<file path="src/verilog/adcc_pkg.sv">
// Constants and carrier types for the converter control block
package adcc_pkg;
  localparam int ADDR_W = 16;
  localparam int DATA_W = 8;
  localparam int RES_W_DEF = 10;
  localparam int RES_LO_W = 8;
  ////////////////////////////////////////////////////////////////
  localparam logic [ADDR_W-1:0] ADDR_CTRL1 = 16'h0501;
  localparam logic [ADDR_W-1:0] ADDR_CTRL2 = 16'h0502;
  localparam logic [ADDR_W-1:0] ADDR_DATA0 = 16'h0508;
  localparam logic [ADDR_W-1:0] ADDR_DATA1 = 16'h0509;
  localparam logic [ADDR_W-1:0] ADDR_IE = 16'h050C;
  localparam logic [ADDR_W-1:0] ADDR_ISTAT = 16'h0510;
  localparam logic [ADDR_W-1:0] ADDR_IOEN = 16'h0511;
  ////////////////////////////////////////////////////////////////
  localparam int CHSEL_LSB = 4;
  localparam int CHSEL_MSB = 7;
  localparam int REFSEL_BIT = 2;
  localparam int SCALE_BIT = 1;
  localparam int DIV_LSB = 2;
  localparam int DIV_MSB = 3;
  localparam int XREF_BIT = 1;
  localparam int INMUX_BIT = 0;
  localparam int OEN_BIT = 0;
  ////////////////////////////////////////////////////////////////
  localparam int IRQ_DONE = 0;
  localparam int IRQ_REF_READY = 1;
  localparam int IRQ_HI_LIMIT = 2;
  localparam int IRQ_LO_LIMIT = 3;
  localparam int IRQ_TEMP_OOD = 5;
  localparam int IRQ_OVER_RANGE = 6;
  localparam int IRQ_CAL_DONE = 7;
  localparam logic [DATA_W-1:0] IRQ_USED = 8'hEF;
  localparam logic [DATA_W-1:0] REG_RST = 8'h00;
  localparam logic [DATA_W-1:0] RD_ZERO = 8'h00;
  ////////////////////////////////////////////////////////////////
  typedef enum logic {
    REF_BANDGAP = 1'b0,
    REF_HALF_SUPPLY = 1'b1
  } adcc_ref_t;
  typedef enum logic [1:0] {
    DIV_BY1 = 2'h0,
    DIV_BY2 = 2'h1,
    DIV_BY3 = 2'h2,
    DIV_BY4 = 2'h3
  } adcc_div_t;
  typedef struct packed {
    logic [3:0] chsel;
    adcc_ref_t refsel;
    logic scale;
    adcc_div_t div;
    logic xref;
    logic inmux_en;
  } adcc_cfg_t;
  typedef struct packed {
    logic [ADDR_W-1:0] addr;
    logic [DATA_W-1:0] wdata;
    logic wr;
    logic rd;
  } adcc_bus_t;
endpackage : adcc_pkg
</file>
<file path="src/verilog/adcc_ctrl.sv">
// Converter control, result readback and interrupt logic
`timescale 1ns/1ps
`default_nettype none

// Function
// - The reference-select bit picks the bandgap or external reference at 0 and half supply at 1.
// - The scale bit leaves the input unscaled at 0 and halves it at 1.
// - The two-bit divider field divides the input by 1, 2, 3 or 4 for codes 0 to 3.
// - The low eight result bits read back read-only in the first result register, reset zero.
// - The top two result bits read back read-only in bits 1:0 of the second result register.
// - Each interrupt-enable bit except bit 4, which always stays 0, disables its source at 0 and enables it at 1, resetting to 0.
// - Enable bits 0 to 3 serve conversion done, reference ready, high limit and low limit.
// - A source reaches the interrupt output only while the global output enable is also set.
// - The four-bit channel-select field picks the analog input for the next conversion.
module adcc_ctrl
  import adcc_pkg::*;
#(
  parameter int RES_W = RES_W_DEF
) (
  input wire logic sys_clk,
  input wire logic rst_n,
  input wire adcc_bus_t bus,
  output logic [DATA_W-1:0] rd_data,
  input wire logic [RES_W-1:0] conv_result,
  input wire logic [DATA_W-1:0] irq_event,
  output adcc_cfg_t cfg,
  output logic irq
);

  if (RES_W <= RES_LO_W || RES_W > 2 * RES_LO_W) begin : g_bad_width
    $error("adcc_ctrl: RES_W must lie between 9 and 16");
  end

  ////////////////////////////////////////////////////////////////
  // State
  adcc_cfg_t cfg_q;
  adcc_cfg_t cfg_d;
  logic [DATA_W-1:0] ie_q;
  logic [DATA_W-1:0] ie_d;
  logic [DATA_W-1:0] stat_q;
  logic [DATA_W-1:0] stat_d;
  logic oen_q;
  logic oen_d;
  logic [RES_W-1:0] res_q;
  logic [RES_W-1:0] res_d;
  logic [DATA_W-1:0] rdata_q;
  logic [DATA_W-1:0] rdata_d;
  logic irq_q;
  logic irq_d;
  logic [DATA_W-1:0] evt;
  logic conv_done;

  assign evt = irq_event & IRQ_USED;
  assign conv_done = irq_event[IRQ_DONE];

  ////////////////////////////////////////////////////////////////
  // Configuration registers
  always_comb begin
    cfg_d = cfg_q;
    if (bus.wr && bus.addr == ADDR_CTRL1) begin
      cfg_d.chsel = bus.wdata[CHSEL_MSB:CHSEL_LSB];
      cfg_d.refsel = adcc_ref_t'(bus.wdata[REFSEL_BIT]);
      cfg_d.scale = bus.wdata[SCALE_BIT];
    end
    if (bus.wr && bus.addr == ADDR_CTRL2) begin
      cfg_d.div = adcc_div_t'(bus.wdata[DIV_MSB:DIV_LSB]);
      cfg_d.xref = bus.wdata[XREF_BIT];
      cfg_d.inmux_en = bus.wdata[INMUX_BIT];
    end
  end

  always_ff @(posedge sys_clk) begin
    if (!rst_n) begin
      cfg_q <= '0;
    end else begin
      cfg_q <= cfg_d;
    end
  end

  ////////////////////////////////////////////////////////////////
  // Interrupt enable, status and output enable
  always_comb begin
    ie_d = ie_q;
    oen_d = oen_q;
    stat_d = stat_q | evt;
    if (bus.wr && bus.addr == ADDR_IE) begin
      ie_d = bus.wdata & IRQ_USED;
    end
    if (bus.wr && bus.addr == ADDR_IOEN) begin
      oen_d = bus.wdata[OEN_BIT];
    end
    if (bus.wr && bus.addr == ADDR_ISTAT) begin
      // Set beats clear in the same cycle
      stat_d = (stat_q & ~bus.wdata) | evt;
    end
    irq_d = oen_d && |(stat_d & ie_d);
  end

  always_ff @(posedge sys_clk) begin
    if (!rst_n) begin
      ie_q <= REG_RST;
      stat_q <= REG_RST;
      oen_q <= 1'b0;
      irq_q <= 1'b0;
    end else begin
      ie_q <= ie_d;
      stat_q <= stat_d;
      oen_q <= oen_d;
      irq_q <= irq_d;
    end
  end

  ////////////////////////////////////////////////////////////////
  // Result capture, read only from the bus
  always_comb begin
    res_d = res_q;
    if (conv_done) begin
      res_d = conv_result;
    end
  end

  always_ff @(posedge sys_clk) begin
    if (!rst_n) begin
      res_q <= '0;
    end else begin
      res_q <= res_d;
    end
  end

  ////////////////////////////////////////////////////////////////
  // Read data, one cycle after the strobe
  always_comb begin
    rdata_d = RD_ZERO;
    if (bus.rd) begin
      case (bus.addr)
        ADDR_CTRL1: begin
          rdata_d[CHSEL_MSB:CHSEL_LSB] = cfg_q.chsel;
          rdata_d[REFSEL_BIT] = cfg_q.refsel;
          rdata_d[SCALE_BIT] = cfg_q.scale;
        end
        ADDR_CTRL2: begin
          rdata_d[DIV_MSB:DIV_LSB] = cfg_q.div;
          rdata_d[XREF_BIT] = cfg_q.xref;
          rdata_d[INMUX_BIT] = cfg_q.inmux_en;
        end
        ADDR_DATA0: begin
          rdata_d = res_q[RES_LO_W-1:0];
        end
        ADDR_DATA1: begin
          rdata_d = DATA_W'(res_q >> RES_LO_W);
        end
        ADDR_IE: begin
          rdata_d = ie_q;
        end
        ADDR_ISTAT: begin
          rdata_d = stat_q;
        end
        ADDR_IOEN: begin
          rdata_d[OEN_BIT] = oen_q;
        end
        default: begin
          rdata_d = RD_ZERO;
        end
      endcase
    end
  end

  always_ff @(posedge sys_clk) begin
    if (!rst_n) begin
      rdata_q <= RD_ZERO;
    end else begin
      rdata_q <= rdata_d;
    end
  end

  assign rd_data = rdata_q;
  assign cfg = cfg_q;
  assign irq = irq_q;
endmodule : adcc_ctrl

`default_nettype wire

</file>
<file path="config.mk">
export PLATFORM = sky130hd
export DESIGN_NAME = adcc_ctrl
export DESIGN_NICKNAME = d
export VERILOG_FILES = /design/src/verilog/adcc_pkg.sv /design/src/verilog/adcc_ctrl.sv
export SDC_FILE = /design/constraint.sdc
export NUM_CORES = 1
export LEC_CHECK = 0
export ABC_AREA = 1
export BUFFER_PORTS_ARGS = -buffer_cell sky130_fd_sc_hd__buf_4
export CAP_MARGIN = 20
export CELL_PAD_IN_SITES_DETAIL_PLACEMENT = 2
export CELL_PAD_IN_SITES_GLOBAL_PLACEMENT = 2
export CORE_MARGIN = 1.5
export CORE_UTILIZATION = 30
export DETAILED_ROUTE_END_ITERATION = 16
export HOLD_SLACK_MARGIN = 0.06
export PLACE_DENSITY = 0.91
export SYNTH_ARGS = -nofsm -noshare
export SYNTH_HDL_FRONTEND = slang
export SYNTH_SLANG_ARGS = --single-unit
</file>
<file path="constraint.sdc">
create_clock -name sys_clk -period 3.4 [get_ports sys_clk]
set_input_delay 0.68 -clock sys_clk [delete_from_list [all_inputs] [get_ports sys_clk]]
set_output_delay 0.68 -clock sys_clk [all_outputs]
set_load 0.005 [all_outputs]
</file>
[After elaboration in Yosys (flattened, before gate mapping)]
Cells that the tools add are included.
Cells by class
  multiplexer cells: 7
  bitwise gates (word level): 5
  reductions and logical operators: 8
  equality and inequality tests: 7
Operators by type and width (number)
  16-bit by 11-bit == test with 1-bit output (second input constant): 7
  8-bit AND: 2
  8-bit 2-to-1 mux: 2
  8-bit bitwise OR: 2
  4-bit case mux with 4 select lines: 1
  2-bit case mux with 6 select lines: 1
  8-bit inverter: 1
  8-bit OR reduction: 1
  1-bit logical AND: 6
  1-bit case mux with 6 select lines: 1
  1-bit case mux with 4 select lines: 1
  2-bit AND reduction: 1
  1-bit 2-to-1 mux: 1
Word-level totals
  output and inout port bits: 19
  register bits: 46
  bits of input ports: 46
  word-level logic and storage cells: 39

[Longest topological paths before layout]
Gate-level depths: netlist (run 1).
  depth in word-level cells: 7
  gate-level depth with buffers: 12
  mapped depth without buffers: 11

[Worst setup path after synthesis (run 1)]
Ideal clock, no wire load.
  path kind: input to register
  from: input port bus[17] (netlist name)
  to: register irq_q, in the netlist irq
  required time: 3.283 ns
  buffers on the path: 1
  library setup time: 0.117 ns
  data arrival time: 1.612 ns
  setup slack: 1.670 ns
  cell stages on the path: 11
  cells stage by stage: nor2_1 > nand2_1 > nor2_4 > buf_6 > nand3_1 > nor2_2 > nor2_1 > nand2_1 > nand2_1 > nor2_1 > a21oi_1
On the way
  word-level cells in the longest chain between the ends: 6
  elaborated cells between the ends (all ways): 12
  those cells by class: eq/ne (3); mux (3); bitwise (1); reduce/logical (5)
RTL lines
  from (decl): line adcc_ctrl.sv:22  | input wire adcc_bus_t bus,
  16-bit by 11-bit == test with 1-bit output (on tied branches): line adcc_ctrl.sv:92, adcc_ctrl.sv:86
  1-bit logical AND (on tied branches): line adcc_ctrl.sv:92, adcc_ctrl.sv:86
  8-bit 2-to-1 mux (on tied branches): line adcc_ctrl.sv:92, adcc_ctrl.sv:86
  8-bit AND: line adcc_ctrl.sv:96  | irq_d = oen_d && |(stat_d & ie_d);
  8-bit OR reduction: line adcc_ctrl.sv:96
  1-bit logical AND *: line adcc_ctrl.sv:96
  to (signal assigned): line adcc_ctrl.sv:109  | irq_q <= irq_d;
  to (decl): line adcc_ctrl.sv:48  | logic irq_q;
Mark *: on every way between the ends. The rest lies on a longest branch, timed or not.
A chain may end at the register's enable or synchronous reset.

[Final worst setup path (run 1)]
  from: input port bus[23] (netlist name)
  to: register irq_q, in the netlist irq
Same word-level chain as after synthesis.

==> flow_summary.rst, run 1 <==
.. list-table::
   :header-rows: 1

   * - Metric
     - Value
   * - Critical path data required time
     - 3.60 ns
   * - Slew of the pin with the lowest slew margin
     - 0.7082 ns
   * - Antenna cells
     - 0
   * - Floorplan Core Area
     - 7370 um^2
   * - Starting Density
     - 31.53%
   * - Routability congestion estimate from global placement
     - 0.7757
   * - Post-synth top area share
     - 39.63%
   * - Startpoint type of the worst setup path
     - input pin
   * - DRC violation count after routing
     - 0
   * - Top flip-flop cell by instance count after synthesis
     - sky130_fd_sc_hd__dfxtp_1
   * - Total Routed Length
     - 8850 um
   * - Portion of total power attributed to combinational logic
     - 12.2%
   * - Number of resized instances in the post-cts repair step
     - 0
   * - Register-to-register setup slack
     - 2.20 ns
   * - Worst slack at placement
     - 0.9988 ns
   * - Cell breakdown of the critical path
     - buf_4 > nor2_1 > nand2_1 > nor2_8 > nand3_2 > nand2_1 > nand2_1 > nand2_1 > nand2_1 > nor2_1 > a21oi_1
   * - Area fraction in compound gates after synthesis
     - 17.56%
   * - Congestion Overflow GR
     - 0
   * - 1st-pass router iterations
     - 4
   * - Cell at the slowest stage of the critical path
     - sky130_fd_sc_hd__nor2_8
   * - Number of sinks driven by the clock tree
     - 46
   * - Cell type with the highest aggregate area in the netlist
     - sky130_fd_sc_hd__dfxtp_1
   * - Post-Layout Inst Area
     - 2963 um^2
   * - Vias in the first global route
     - 2907
   * - Mux cell area share after synthesis
     - 0%
   * - Number of failing hold endpoints at the final stage
     - 0
   * - Clock insertion delay at the later pin of the skew report
     - 0.31 ns
   * - Number of unique standard cell types used by synthesis
     - 29
   * - Simple-Gate Fraction of Synth Area
     - 33.33%
   * - Count of flip-flops with a built-in enable after synthesis
     - 0
   * - Chip Width
     - 91.01 um
   * - CP endpoint kind
     - flop
   * - Worst Slack Setup Final
     - 1.267 ns
   * - Drt wl/cell
     - 18.02 um
   * - Seq pwr share
     - 54.4%
   * - Synthesized net count
     - 375
   * - Maximum achievable frequency
     - 468.8 MHz
   * - I/O pin count
     - 65
   * - Result of the run
     - complete, no violations
   * - Max capacitance violation total
     - 0
   * - Combinational family with the most area after synthesis
     - simple AND/OR/NAND/NOR gates
   * - Tightest slew margin relative to the limit
     - 52.74%
   * - Synthesized flop and latch total
     - 46
   * - Crit path top cell by count
     - sky130_fd_sc_hd__nand2_1
   * - Cell with the most instances after synthesis
     - sky130_fd_sc_hd__nand2_1
   * - Number of nets still failing antenna checks after routing
     - 0
   * - Hold/Removal Path Class
     - flop to flop
   * - Die footprint
     - 8282 um^2
   * - CTS clk-pin slew, worst paths
     - 0.09 ns
   * - Final HPWL from detailed placement
     - 6606 um
   * - Clock tree skew after final layout
     - 0.008254 ns
   * - H-Tree Level Count
     - 2
   * - Overall power after layout
     - 1.024 mW
   * - Adder-cell share of the synthesized area
     - 0%
   * - Pwr per Cell Area
     - 345.5 nW/um^2
   * - Hold Buf Count CTS
     - 0
   * - Top post-synthesis cells by count
     - 66 x sky130_fd_sc_hd__nand2_1, 46 x sky130_fd_sc_hd__dfxtp_1, 44 x sky130_fd_sc_hd__nor2_1, 43 x sky130_fd_sc_hd__inv_1, 30 x sky130_fd_sc_hd__a21oi_1
   * - Clock group share of total power
     - 33.4%
   * - Crit path buffers/inverters
     - 1
   * - Number of input and output port buffers inserted
     - 63
   * - Tot GR Track Use
     - 22.13%
   * - Maximum number of pins on one net before global-route repair
     - 22
   * - Largest driver fanout on the critical path
     - 19
   * - Initial antenna violation count
     - 0
   * - Final critical path time including I/O delays and setup
     - 2.133 ns
   * - P_int
     - 748.5 uW
   * - Maximum vdd ir drop
     - 0.1383 mV
   * - Power dissipated by switching net loads
     - 275.0 uW
   * - Standby leakage power
     - 1.338 nW
   * - Total number of yosys warnings
     - 0
   * - Switching fraction of total power
     - 26.87%
   * - Dominant delay contributor by cell family on the critical path
     - simple AND/OR/NAND/NOR gates
   * - Cell area reported after detailed placement
     - 2877 um^2
   * - Share of flip-flops with an asynchronous set or reset
     - 0%
   * - Die H
     - 91.01 um
   * - Endpoint arrival time on the critical path
     - 2.33 ns
   * - Fin crit share
     - 62.74%
   * - Delay of the slowest critical-path stage
     - 0.36 ns
   * - Cells after synthesis
     - 329
   * - Clock root buffer
     - sky130_fd_sc_hd__clkbuf_8
   * - Setup TNS
     - 0 ns
   * - Share of post-route cells with drive strength above 1
     - 23.72%
   * - TritonCTS clock tree
     - built
   * - RSZ-0062 raised after global routing
     - false
   * - Vias per inst
     - 5.122
   * - Share of synthesized area occupied by flip-flops and latches
     - 39.63%
   * - Cell types with the largest area share after synthesis
     - sky130_fd_sc_hd__dfxtp_1 40%, sky130_fd_sc_hd__nand2_1 11%, sky130_fd_sc_hd__nor2_1 7.1%
   * - Inserted Clock Buffers
     - 5
   * - Detailed router's first-iteration violation count
     - 58
   * - Fraction of the core area covered by cells at the end of the flow
     - 40.20%
   * - Mean instance size in the synthesized netlist
     - 7.062 um^2
   * - Number of nets in the final layout
     - 437
   * - Syn Std Cell Area
     - 2323 um^2
   * - Number of setup buffers added after CTS
     - 0
   * - Growth of design area from synthesis to finish
     - 27.52%
   * - Max Slew Vio Count
     - 0
   * - Number of failing setup endpoints in the final timing report
     - 0
   * - Crit Path Category
     - input pin to flop
   * - Global-route wire length before repair
     - 14640 um
   * - Buffer depth of the longest clock path
     - 2
   * - Share of the synthesized netlist area taken by xor and xnor gates
     - 0%
   * - Number of standard-cell rows in the floorplan
     - 31
   * - Routed via count
     - 2515
==> metal layers <==
layer / track usage, % / part of all wire [%]
met1: 26.20 / 43
met2: 41.11 / 53
met3: 3.266 / 3.2
met4: 5.859 / 1.3
met5: 0 / 0
==> sequential cells by signal (all words and copies together), names as in the netlist <==
register and cells:
cfg 10, res_q 10, ie_q 8, rd_data 8, stat_q 8, irq 1, oen_q 1
==> metrics by stage <==
step,hold slack [ns],std cells
final,0.4835,491
after global routing,0.5096,491
after CTS,0.4894,491
after detailed placement,0.4763,483
after global placement,0.4526,483
after floorplan,0.4290,329
==> worst min-delay path, cell delays in order (launching register included) <==
cell and delay (ns):
sky130_fd_sc_hd__dfxtp_1 0.31, sky130_fd_sc_hd__inv_1 0.07, sky130_fd_sc_hd__a21oi_1 0.06
==> layout by cell type (no fill, tap or decap), drive strengths merged <==
cell	n
a211oi	9
a21oi	30
a31oi	1
buf	64
clkbuf	6
clkinv	3
dfxtp	46
inv	44
nand2	72
nand3	12
nand4	16
nor2	51
nor3	3
nor4	1
o21ai	25
o221ai	1
o22ai	8
==> path summary, 6_finish.rpt <==
path / from / to / depth (start not counted)
worst min-delay path: res_q[0]$_SDFFE_PN0P_ / res_q[0]$_SDFFE_PN0P_ / 2
worst min register to register: res_q[0]$_SDFFE_PN0P_ / res_q[0]$_SDFFE_PN0P_ / 2
worst max-delay path: bus[23] / irq$_SDFF_PN0_ / 11
worst max register to register: stat_q[5]$_SDFF_PN0_ / irq$_SDFF_PN0_ / 8
==> cell type report <==
cell class	count	area (um^2)
clock buffer	6	72.57
clock inverter	2	13.76
fill	904	4407
inverter	45	168.9
multi-input combinational	229	1182
sequential	46	920.9
tap	99	123.9
timing repair buffer	64	480.5
==> logic make-up after synthesis <==
| logic type | count (synthesis) |
|---|---|
| flip-flops | 46 |
| AO/OA/AOI/OAI | 74 |
| buffers and inverters | 54 |
| AND/OR/NAND/NOR | 155 |
==> power groups by stage <==
stage | Sequential [mW] | Clock, mW | Combinational (mW)
after CTS | 0.557 | 0.352 | 0.125
after global placement | 0.569 | 0 | 0.116
final | 0.557 | 0.342 | 0.125
after detailed placement | 0.570 | 0 | 0.123
after floorplan | 0.568 | 0 | 0.0556
after global routing | 0.559 | 0.371 | 0.137
Note: power is estimated with default switching activity, not from simulation.
==> inputs of run 2 (changes only) <==
- CORE_UTILIZATION: 30 -> 28
- PLACE_DENSITY: 0.91 -> 0.86
- clock period: 3.4 -> 2.1 ns (I/O delays scaled with it)
==> flow_summary.rst, run 2 (same netlist as run 1, synthesis figures left out) <==
.. list-table::
   :header-rows: 1

   * - Metric
     - Value
   * - Number of standard-cell rows in the floorplan
     - 33 (was 31)
   * - Initial antenna violation count
     - 0 (unchanged)
   * - Setup TNS
     - 0 ns (unchanged)
   * - TritonCTS clock tree
     - built (unchanged)
   * - Standby leakage power
     - 1.387 nW (was 1.338 nW)
   * - Total Routed Length
     - 8899 um (was 8850 um)
   * - Die H
     - 94.10 um (was 91.01 um)
   * - Logic depth of the worst register-to-register path
     - 8 (unchanged)
   * - Vias per inst
     - 5.106 (was 5.122)
   * - 1st-pass router iterations
     - 4 (unchanged)
   * - Final critical path time including I/O delays and setup
     - 1.658 ns
   * - Most common cell after layout, fill and taps aside
     - sky130_fd_sc_hd__buf_4 (was sky130_fd_sc_hd__nand2_1)
   * - RR Startpoint
     - stat_q[7]$_SDFF_PN0_ (was stat_q[5]$_SDFF_PN0_)
   * - Maximum number of pins on one net before global-route repair
     - 22 (unchanged)
   * - Number of setup buffers added after CTS
     - 0 (unchanged)
   * - Switching fraction of total power
     - 22.78% (was 26.87%)
   * - DRC violation count after routing
     - 0 (unchanged)
   * - Endpoint arrival time on the critical path
     - 1.85 ns (was 2.33 ns)
   * - Share of post-route cells with drive strength above 1
     - 24.75% (was 23.72%)
   * - Number of input and output port buffers inserted
     - 63 (unchanged)
   * - Max Slew Vio Count
     - 0 (unchanged)
   * - Number of failing setup endpoints in the final timing report
     - 0 (unchanged)
   * - Worst-case hold path end point
     - res_q[1]$_SDFFE_PN0P_ (was res_q[0]$_SDFFE_PN0P_)
   * - Antenna cells
     - 0 (unchanged)
   * - Routed via count
     - 2558 (was 2515)
   * - Tightest slew margin relative to the limit
     - 79.50% (was 52.74%)
   * - Reg-to-Reg End
     - irq$_SDFF_PN0_ (unchanged)
   * - Drt wl/cell
     - 17.76 um (was 18.02 um)
   * - RSZ-0062 raised after global routing
     - false (unchanged)
   * - Largest driver fanout on the critical path
     - 9 (was 19)
   * - Vias in the first global route
     - 2701 (was 2907)
   * - Register-to-register setup slack
     - 0.85 ns (was 2.20 ns)
   * - Hold/Removal Path Class
     - input pin to flop (was flop to flop)
   * - Final HPWL from detailed placement
     - 6505 um (was 6606 um)
   * - I/O pin count
     - 65 (unchanged)
   * - Startpoint type of the worst setup path
     - input pin (unchanged)
   * - Number of resized instances in the post-cts repair step
     - 0 (unchanged)
   * - Die footprint
     - 8854 um^2 (was 8282 um^2)
   * - Global-route wire length before repair
     - 14230 um (was 14640 um)
   * - Clock insertion delay at the later pin of the skew report
     - 0.30 ns (was 0.31 ns)
   * - Pwr per Cell Area
     - 627.3 nW/um^2 (was 345.5 nW/um^2)
   * - Portion of total power attributed to combinational logic
     - 10.6% (was 12.2%)
   * - Floorplan Core Area
     - 8134 um^2 (was 7370 um^2)
   * - Critical path data required time
     - 2.29 ns (was 3.60 ns)
   * - Buffer depth of the longest clock path
     - 2 (unchanged)
   * - Fin crit share
     - 78.94%
   * - Maximum vdd ir drop
     - 0.2823 mV (was 0.1383 mV)
   * - Number of nets still failing antenna checks after routing
     - 0 (unchanged)
   * - Routability congestion estimate from global placement
     - 0.7924 (was 0.7757)
   * - Number of sinks driven by the clock tree
     - 46 (unchanged)
   * - Clock tree skew after final layout
     - 0.009906 ns (was 0.008254 ns)
   * - Worst Min Path Start
     - conv_result[1] (was res_q[0]$_SDFFE_PN0P_)
   * - Overall power after layout
     - 1.925 mW (was 1.024 mW)
   * - Worst Slack Setup Final
     - 0.4423 ns (was 1.267 ns)
   * - Result of the run
     - complete, no violations (unchanged)
   * - Number of nets in the final layout
     - 441 (was 437)
   * - Max capacitance violation total
     - 0 (unchanged)
   * - Inserted Clock Buffers
     - 5 (unchanged)
   * - H-Tree Level Count
     - 2 (unchanged)
   * - Growth of design area from synthesis to finish
     - 32.09% (was 27.52%)
   * - Commonest non-fill, non-tap cells in the layout
     - 67 x sky130_fd_sc_hd__buf_4, 66 x sky130_fd_sc_hd__nand2_1, 46 x sky130_fd_sc_hd__dfxtp_1, 44 x sky130_fd_sc_hd__nor2_1, 43 x sky130_fd_sc_hd__inv_1 (was 66 x sky130_fd_sc_hd__nand2_1, 64 x sky130_fd_sc_hd__buf_4, 46 x sky130_fd_sc_hd__dfxtp_1, 44 x sky130_fd_sc_hd__nor2_1, 43 x sky130_fd_sc_hd__inv_1)
   * - Maximum achievable frequency
     - 603.2 MHz
   * - Detailed router's first-iteration violation count
     - 113 (was 58)
   * - Starting Density
     - 28.56% (was 31.53%)
   * - Slew of the pin with the lowest slew margin
     - 0.3075 ns (was 0.7082 ns)
   * - Crit Path Category
     - input pin to flop (unchanged)
   * - Hold-critical path depth
     - 3 (was 2)
   * - Clock root buffer
     - sky130_fd_sc_hd__clkbuf_8 (unchanged)
   * - Congestion Overflow GR
     - 0 (unchanged)
   * - CP endpoint kind
     - flop (unchanged)
   * - Hold Buf Count CTS
     - 0 (unchanged)
   * - Chip Width
     - 94.10 um (was 91.01 um)
   * - Clock group share of total power
     - 42.6% (was 33.4%)
   * - P_int
     - 1.487 mW (was 748.5 uW)
   * - Number of failing hold endpoints at the final stage
     - 0 (unchanged)
   * - Power dissipated by switching net loads
     - 438.6 uW (was 275.0 uW)
   * - Tot GR Track Use
     - 20.84% (was 22.13%)
   * - CTS clk-pin slew, worst paths
     - 0.09 ns (about the same)
   * - Worst slack at placement
     - 0.1391 ns (was 0.9988 ns)
   * - Seq pwr share
     - 46.8% (was 54.4%)
[run 2: cell count changes in the layout (fill, tap and decap cells not counted)]
| cell | previous run | this run |
|---|---|---|
| sky130_fd_sc_hd__clkinv_2 | 1 | 0 |
| sky130_fd_sc_hd__bufinv_16 | 0 | 2 |
| sky130_fd_sc_hd__clkinv_4 | 1 | 0 |
| sky130_fd_sc_hd__buf_4 | 64 | 67 |
| sky130_fd_sc_hd__buf_12 | 0 | 1 |
| sky130_fd_sc_hd__clkbuf_8 | 5 | 6 |
| sky130_fd_sc_hd__clkbuf_1 | 1 | 0 |
[run 2: worst max-delay path, cell delays in order]
cell                      delay (ns)
sky130_fd_sc_hd__buf_4          0.11
sky130_fd_sc_hd__nor2_1         0.17
sky130_fd_sc_hd__nand2_2        0.17
sky130_fd_sc_hd__nor2_8         0.25
sky130_fd_sc_hd__nand3_4        0.17
sky130_fd_sc_hd__nand2_1        0.15
sky130_fd_sc_hd__nand2_1        0.07
sky130_fd_sc_hd__nand2_1        0.08
sky130_fd_sc_hd__nand2_1        0.05
sky130_fd_sc_hd__nor2_1         0.12
sky130_fd_sc_hd__a21oi_1        0.09
[run 2: power by group through the flow]
stage	clock, mW	sequential, mW	combinational (mW)
6_report	0.820	0.902	0.203
5_1_grt	0.859	0.904	0.226
4_1_cts	0.832	0.902	0.206
3_5_place_dp	0	0.922	0.202
3_3_place_gp	0	0.920	0.193
2_1_floorplan	0	0.919	0.0900
[run 2: cell type report]
class                      instances  area, um^2
timing repair buffer              68       523.0
clock inverter                     2       60.06
tap                              105       131.4
fill                             961        5065
multi-input combinational        229        1182
sequential                        46       920.9
inverter                          45       168.9
clock buffer                       6       82.58
[run 2: how the worst max path moves through the flow]
stage	from	cells past startpoint	slack, ns	to
floorplan	bus[17]	11	0.63	irq$_SDFF_PN0_
global placement	bus[25]	11	0.21	irq$_SDFF_PN0_
detailed placement	bus[25]	11	0.14	irq$_SDFF_PN0_
CTS	bus[21]	11	0.43	irq$_SDFF_PN0_
global route	bus[17]	11	0.29	irq$_SDFF_PN0_
finish	bus[17]	11	0.44	irq$_SDFF_PN0_
[run 2: layer usage]
layer	GRT usage [%]	vias to the layer above	wire (um)
met1	26.65	1270	3922
li1	-	1218	-
met4	5.348	0	116
met3	2.751	11	334
met5	0	-	0
met2	36.65	59	4526
[run 2: stage by stage]
| step | hold slack (ns) | instance area, um^2 | std cells | utilization, % |
|---|---|---|---|---|
| 2_1_floorplan | 0.4290 | 2323 | 329 | - |
| 3_3_place_gp | 0.4544 | 2927 | 493 | 35.98 |
| 3_5_place_dp | 0.4594 | 2927 | 493 | 35.98 |
| 4_1_cts | 0.3503 | 3069 | 501 | 37.73 |
| 5_1_grt | 0.3503 | 3069 | 501 | 37.73 |
| 6_report | 0.3510 | 3069 | 501 | 37.73 |
==> inputs of run 3 (changes only) <==
- clock period: 2.1 -> 1.6 ns (I/O delays scaled with it)
==> flow_summary.rst, run 3 (same netlist as run 1, synthesis figures left out) <==
.. list-table::
   :header-rows: 1

   * - Metric
     - Value
   * - Result of the run
     - complete, no violations (unchanged)
   * - Buffer depth of the longest clock path
     - 2 (unchanged)
   * - CTS clk-pin slew, worst paths
     - 0.09 ns (about the same)
   * - Seq pwr share
     - 50.0% (was 46.8%)
   * - Global-route wire length before repair
     - 15420 um (was 14230 um)
   * - Number of nets still failing antenna checks after routing
     - 0 (unchanged)
   * - Endpoint arrival time on the critical path
     - 1.74 ns (was 1.85 ns)
   * - Final HPWL from detailed placement
     - 7258 um (was 6505 um)
   * - Detailed router's first-iteration violation count
     - 67 (was 113)
   * - Share of post-route cells with drive strength above 1
     - 29.45% (was 24.75%)
   * - Antenna cells
     - 0 (unchanged)
   * - Vias per inst
     - 5.032 (was 5.106)
   * - Hold/Removal Path Class
     - input pin to flop (unchanged)
   * - Commonest non-fill, non-tap cells in the layout
     - 90 x sky130_fd_sc_hd__buf_4, 66 x sky130_fd_sc_hd__nand2_1, 46 x sky130_fd_sc_hd__dfxtp_1, 43 x sky130_fd_sc_hd__nor2_1, 43 x sky130_fd_sc_hd__inv_1 (was 67 x sky130_fd_sc_hd__buf_4, 66 x sky130_fd_sc_hd__nand2_1, 46 x sky130_fd_sc_hd__dfxtp_1, 44 x sky130_fd_sc_hd__nor2_1, 43 x sky130_fd_sc_hd__inv_1)
   * - Cell at the slowest stage of the critical path
     - sky130_fd_sc_hd__a21oi_1 (was sky130_fd_sc_hd__nor2_8)
   * - P_int
     - 1.770 mW (was 1.487 mW)
   * - Post-Layout Inst Area
     - 3256 um^2 (was 3069 um^2)
   * - TritonCTS clock tree
     - built (unchanged)
   * - Total Routed Length
     - 9612 um (was 8899 um)
   * - Power dissipated by switching net loads
     - 599.4 uW (was 438.6 uW)
   * - Die footprint
     - 8854 um^2 (unchanged)
   * - M1 wire length
     - 4120 um (was 3922 um)
   * - Number of nets in the final layout
     - 466 (was 441)
   * - Maximum vdd ir drop
     - 0.2916 mV (was 0.2823 mV)
   * - Most common cell after layout, fill and taps aside
     - sky130_fd_sc_hd__buf_4 (unchanged)
   * - Cell breakdown of the critical path
     - buf_4 > nor2_1 > nand2_2 > nor2_8 > buf_4 > nand4_1 > nand2_1 > nand2_1 > nand2_1 > nor2_2 > a21oi_1 (was buf_4 > nor2_1 > nand2_2 > nor2_8 > nand3_4 > nand2_1 > nand2_1 > nand2_1 > nand2_1 > nor2_1 > a21oi_1)
   * - Chip Width
     - 94.10 um (unchanged)
   * - Die H
     - 94.10 um (unchanged)
   * - Drt wl/cell
     - 18.27 um (was 17.76 um)
   * - Number of setup buffers added after CTS
     - 0 (unchanged)
   * - Amount of wire on met2 after detailed routing
     - 5088 um (was 4526 um)
   * - Tot GR Track Use
     - 22.73% (was 20.84%)
   * - H-Tree Level Count
     - 2 (unchanged)
   * - DRC violation count after routing
     - 0 (unchanged)
   * - Vias in the first global route
     - 2965 (was 2701)
   * - Inserted Clock Buffers
     - 5 (unchanged)
   * - Congestion Overflow GR
     - 0 (unchanged)
   * - RSZ-0062 raised after global routing
     - false (unchanged)
   * - Starting Density
     - 28.56% (unchanged)
   * - Number of standard-cell rows in the floorplan
     - 33 (unchanged)
   * - Max capacitance violation total
     - 0 (unchanged)
   * - Clock group share of total power
     - 37.6% (was 42.6%)
   * - Cell area reported after detailed placement
     - 3127 um^2 (was 2927 um^2)
   * - Delay of the slowest critical-path stage
     - 0.18 ns (was 0.25 ns)
   * - Final critical path time including I/O delays and setup
     - 1.506 ns
   * - Overall power after layout
     - 2.369 mW (was 1.925 mW)
   * - Met3 wire length
     - 263 um (was 334 um)
   * - Maximum achievable frequency
     - 663.9 MHz
   * - Switching fraction of total power
     - 25.30% (was 22.78%)
   * - Number of sinks driven by the clock tree
     - 46 (unchanged)
   * - Hold-critical path depth
     - 3 (unchanged)
   * - 1st-pass router iterations
     - 4 (unchanged)
   * - Routability congestion estimate from global placement
     - 0.7976 (was 0.7924)
   * - Floorplan Core Area
     - 8134 um^2 (unchanged)
   * - Clock insertion delay at the later pin of the skew report
     - 0.31 ns (was 0.30 ns)
   * - Growth of design area from synthesis to finish
     - 40.12% (was 32.09%)
   * - Initial antenna violation count
     - 0 (unchanged)
   * - Portion of total power attributed to combinational logic
     - 12.5% (was 10.6%)
   * - CP endpoint kind
     - flop (unchanged)
   * - I/O pin count
     - 65 (unchanged)
   * - Number of failing hold endpoints at the final stage
     - 0 (unchanged)
   * - Maximum number of pins on one net before global-route repair
     - 21 (was 22)
   * - Number of failing setup endpoints in the final timing report
     - 0 (unchanged)
   * - Register-to-register setup slack
     - 0.27 ns (was 0.85 ns)
   * - Standby leakage power
     - 1.497 nW (was 1.387 nW)
   * - Logic depth of the worst register-to-register path
     - 8 (unchanged)
   * - Tightest slew margin relative to the limit
     - 78.74% (was 79.50%)
   * - Number of input and output port buffers inserted
     - 63 (unchanged)
   * - Routed via count
     - 2647 (was 2558)
   * - Clock root buffer
     - sky130_fd_sc_hd__clkbuf_8 (unchanged)
   * - Startpoint type of the worst setup path
     - input pin (unchanged)
   * - Crit path top cell by count
     - sky130_fd_sc_hd__nand2_1 (unchanged)
   * - Critical path data required time
     - 1.83 ns (was 2.29 ns)
   * - Highest metal layer with signal wires
     - met4 (unchanged)
   * - Clock tree skew after final layout
     - 0.004160 ns (was 0.009906 ns)
   * - Largest driver fanout on the critical path
     - 5 (was 9)
   * - Max Slew Vio Count
     - 0 (unchanged)
   * - Pwr per Cell Area
     - 727.8 nW/um^2 (was 627.3 nW/um^2)
   * - Slew of the pin with the lowest slew margin
     - 0.3189 ns (was 0.3075 ns)
   * - Crit Path Category
     - input pin to flop (unchanged)
   * - Fin crit share
     - 94.14%
==> run 3: final cells by class <==
class	count	area (um^2)
multi-input combinational	229	1197
fill	953	4878
tap	105	131.4
clock buffer	6	72.57
sequential	46	920.9
inverter	45	168.9
clock inverter	2	37.54
timing repair buffer	93	726.9
==> run 3: metrics by stage <==
stage / hold WS, ns / std cells / setup slack, ns / utilization, % / setup TNS (ns)
floorplan: 0.4290 / 329 / 0.2304 / - / 0
global route: 0.2349 / 526 / 0.01682 / 40.02 / 0
global placement: 0.4547 / 518 / -0.1013 / 38.44 / -0.5469
detailed placement: 0.4622 / 518 / -0.1615 / 38.44 / -1.957
finish: 0.2426 / 526 / 0.09378 / 40.02 / 0
CTS: 0.2392 / 526 / 0.04440 / 39.79 / 0
==> run 3: worst paths after layout <==
check	endpoint	startpoint
setup / recovery	irq$_SDFF_PN0_	bus[17]
hold / removal	res_q[1]$_SDFFE_PN0P_	conv_result[1]
setup reg to reg	irq$_SDFF_PN0_	stat_q[6]$_SDFF_PN0_
hold reg to reg	res_q[6]$_SDFFE_PN0P_	res_q[6]$_SDFFE_PN0P_
==> run 3: power groups by stage <==
stage | logic, mW | clock network (mW) | registers (mW)
after global routing | 0.325 | 0.956 | 1.19
after detailed placement | 0.293 | 0 | 1.21
after floorplan | 0.118 | 0 | 1.21
final | 0.295 | 0.890 | 1.18
after global placement | 0.275 | 0 | 1.21
after CTS | 0.296 | 0.905 | 1.18
==> run 3: worst max-delay path, delay by kind of cell <==
family	cells	cell delay, ns
compound gates	1	0.18
simple gates	8	0.96
buf+inv	2	0.27
==> run 3: repair_timing <==
item | in CTS | in global routing
hold buffers | 0 | 0
setup endpoints to repair | 0 | 2
resized for setup | 0 | 4
==> run 3: per-layer routing <==
layer / vias up / track usage (%)
li1: 1266 / -
met1: 1313 / 26.83
met2: 57 / 42.93
met3: 11 / 2.751
met4: 0 / 5.846
met5: - / 0
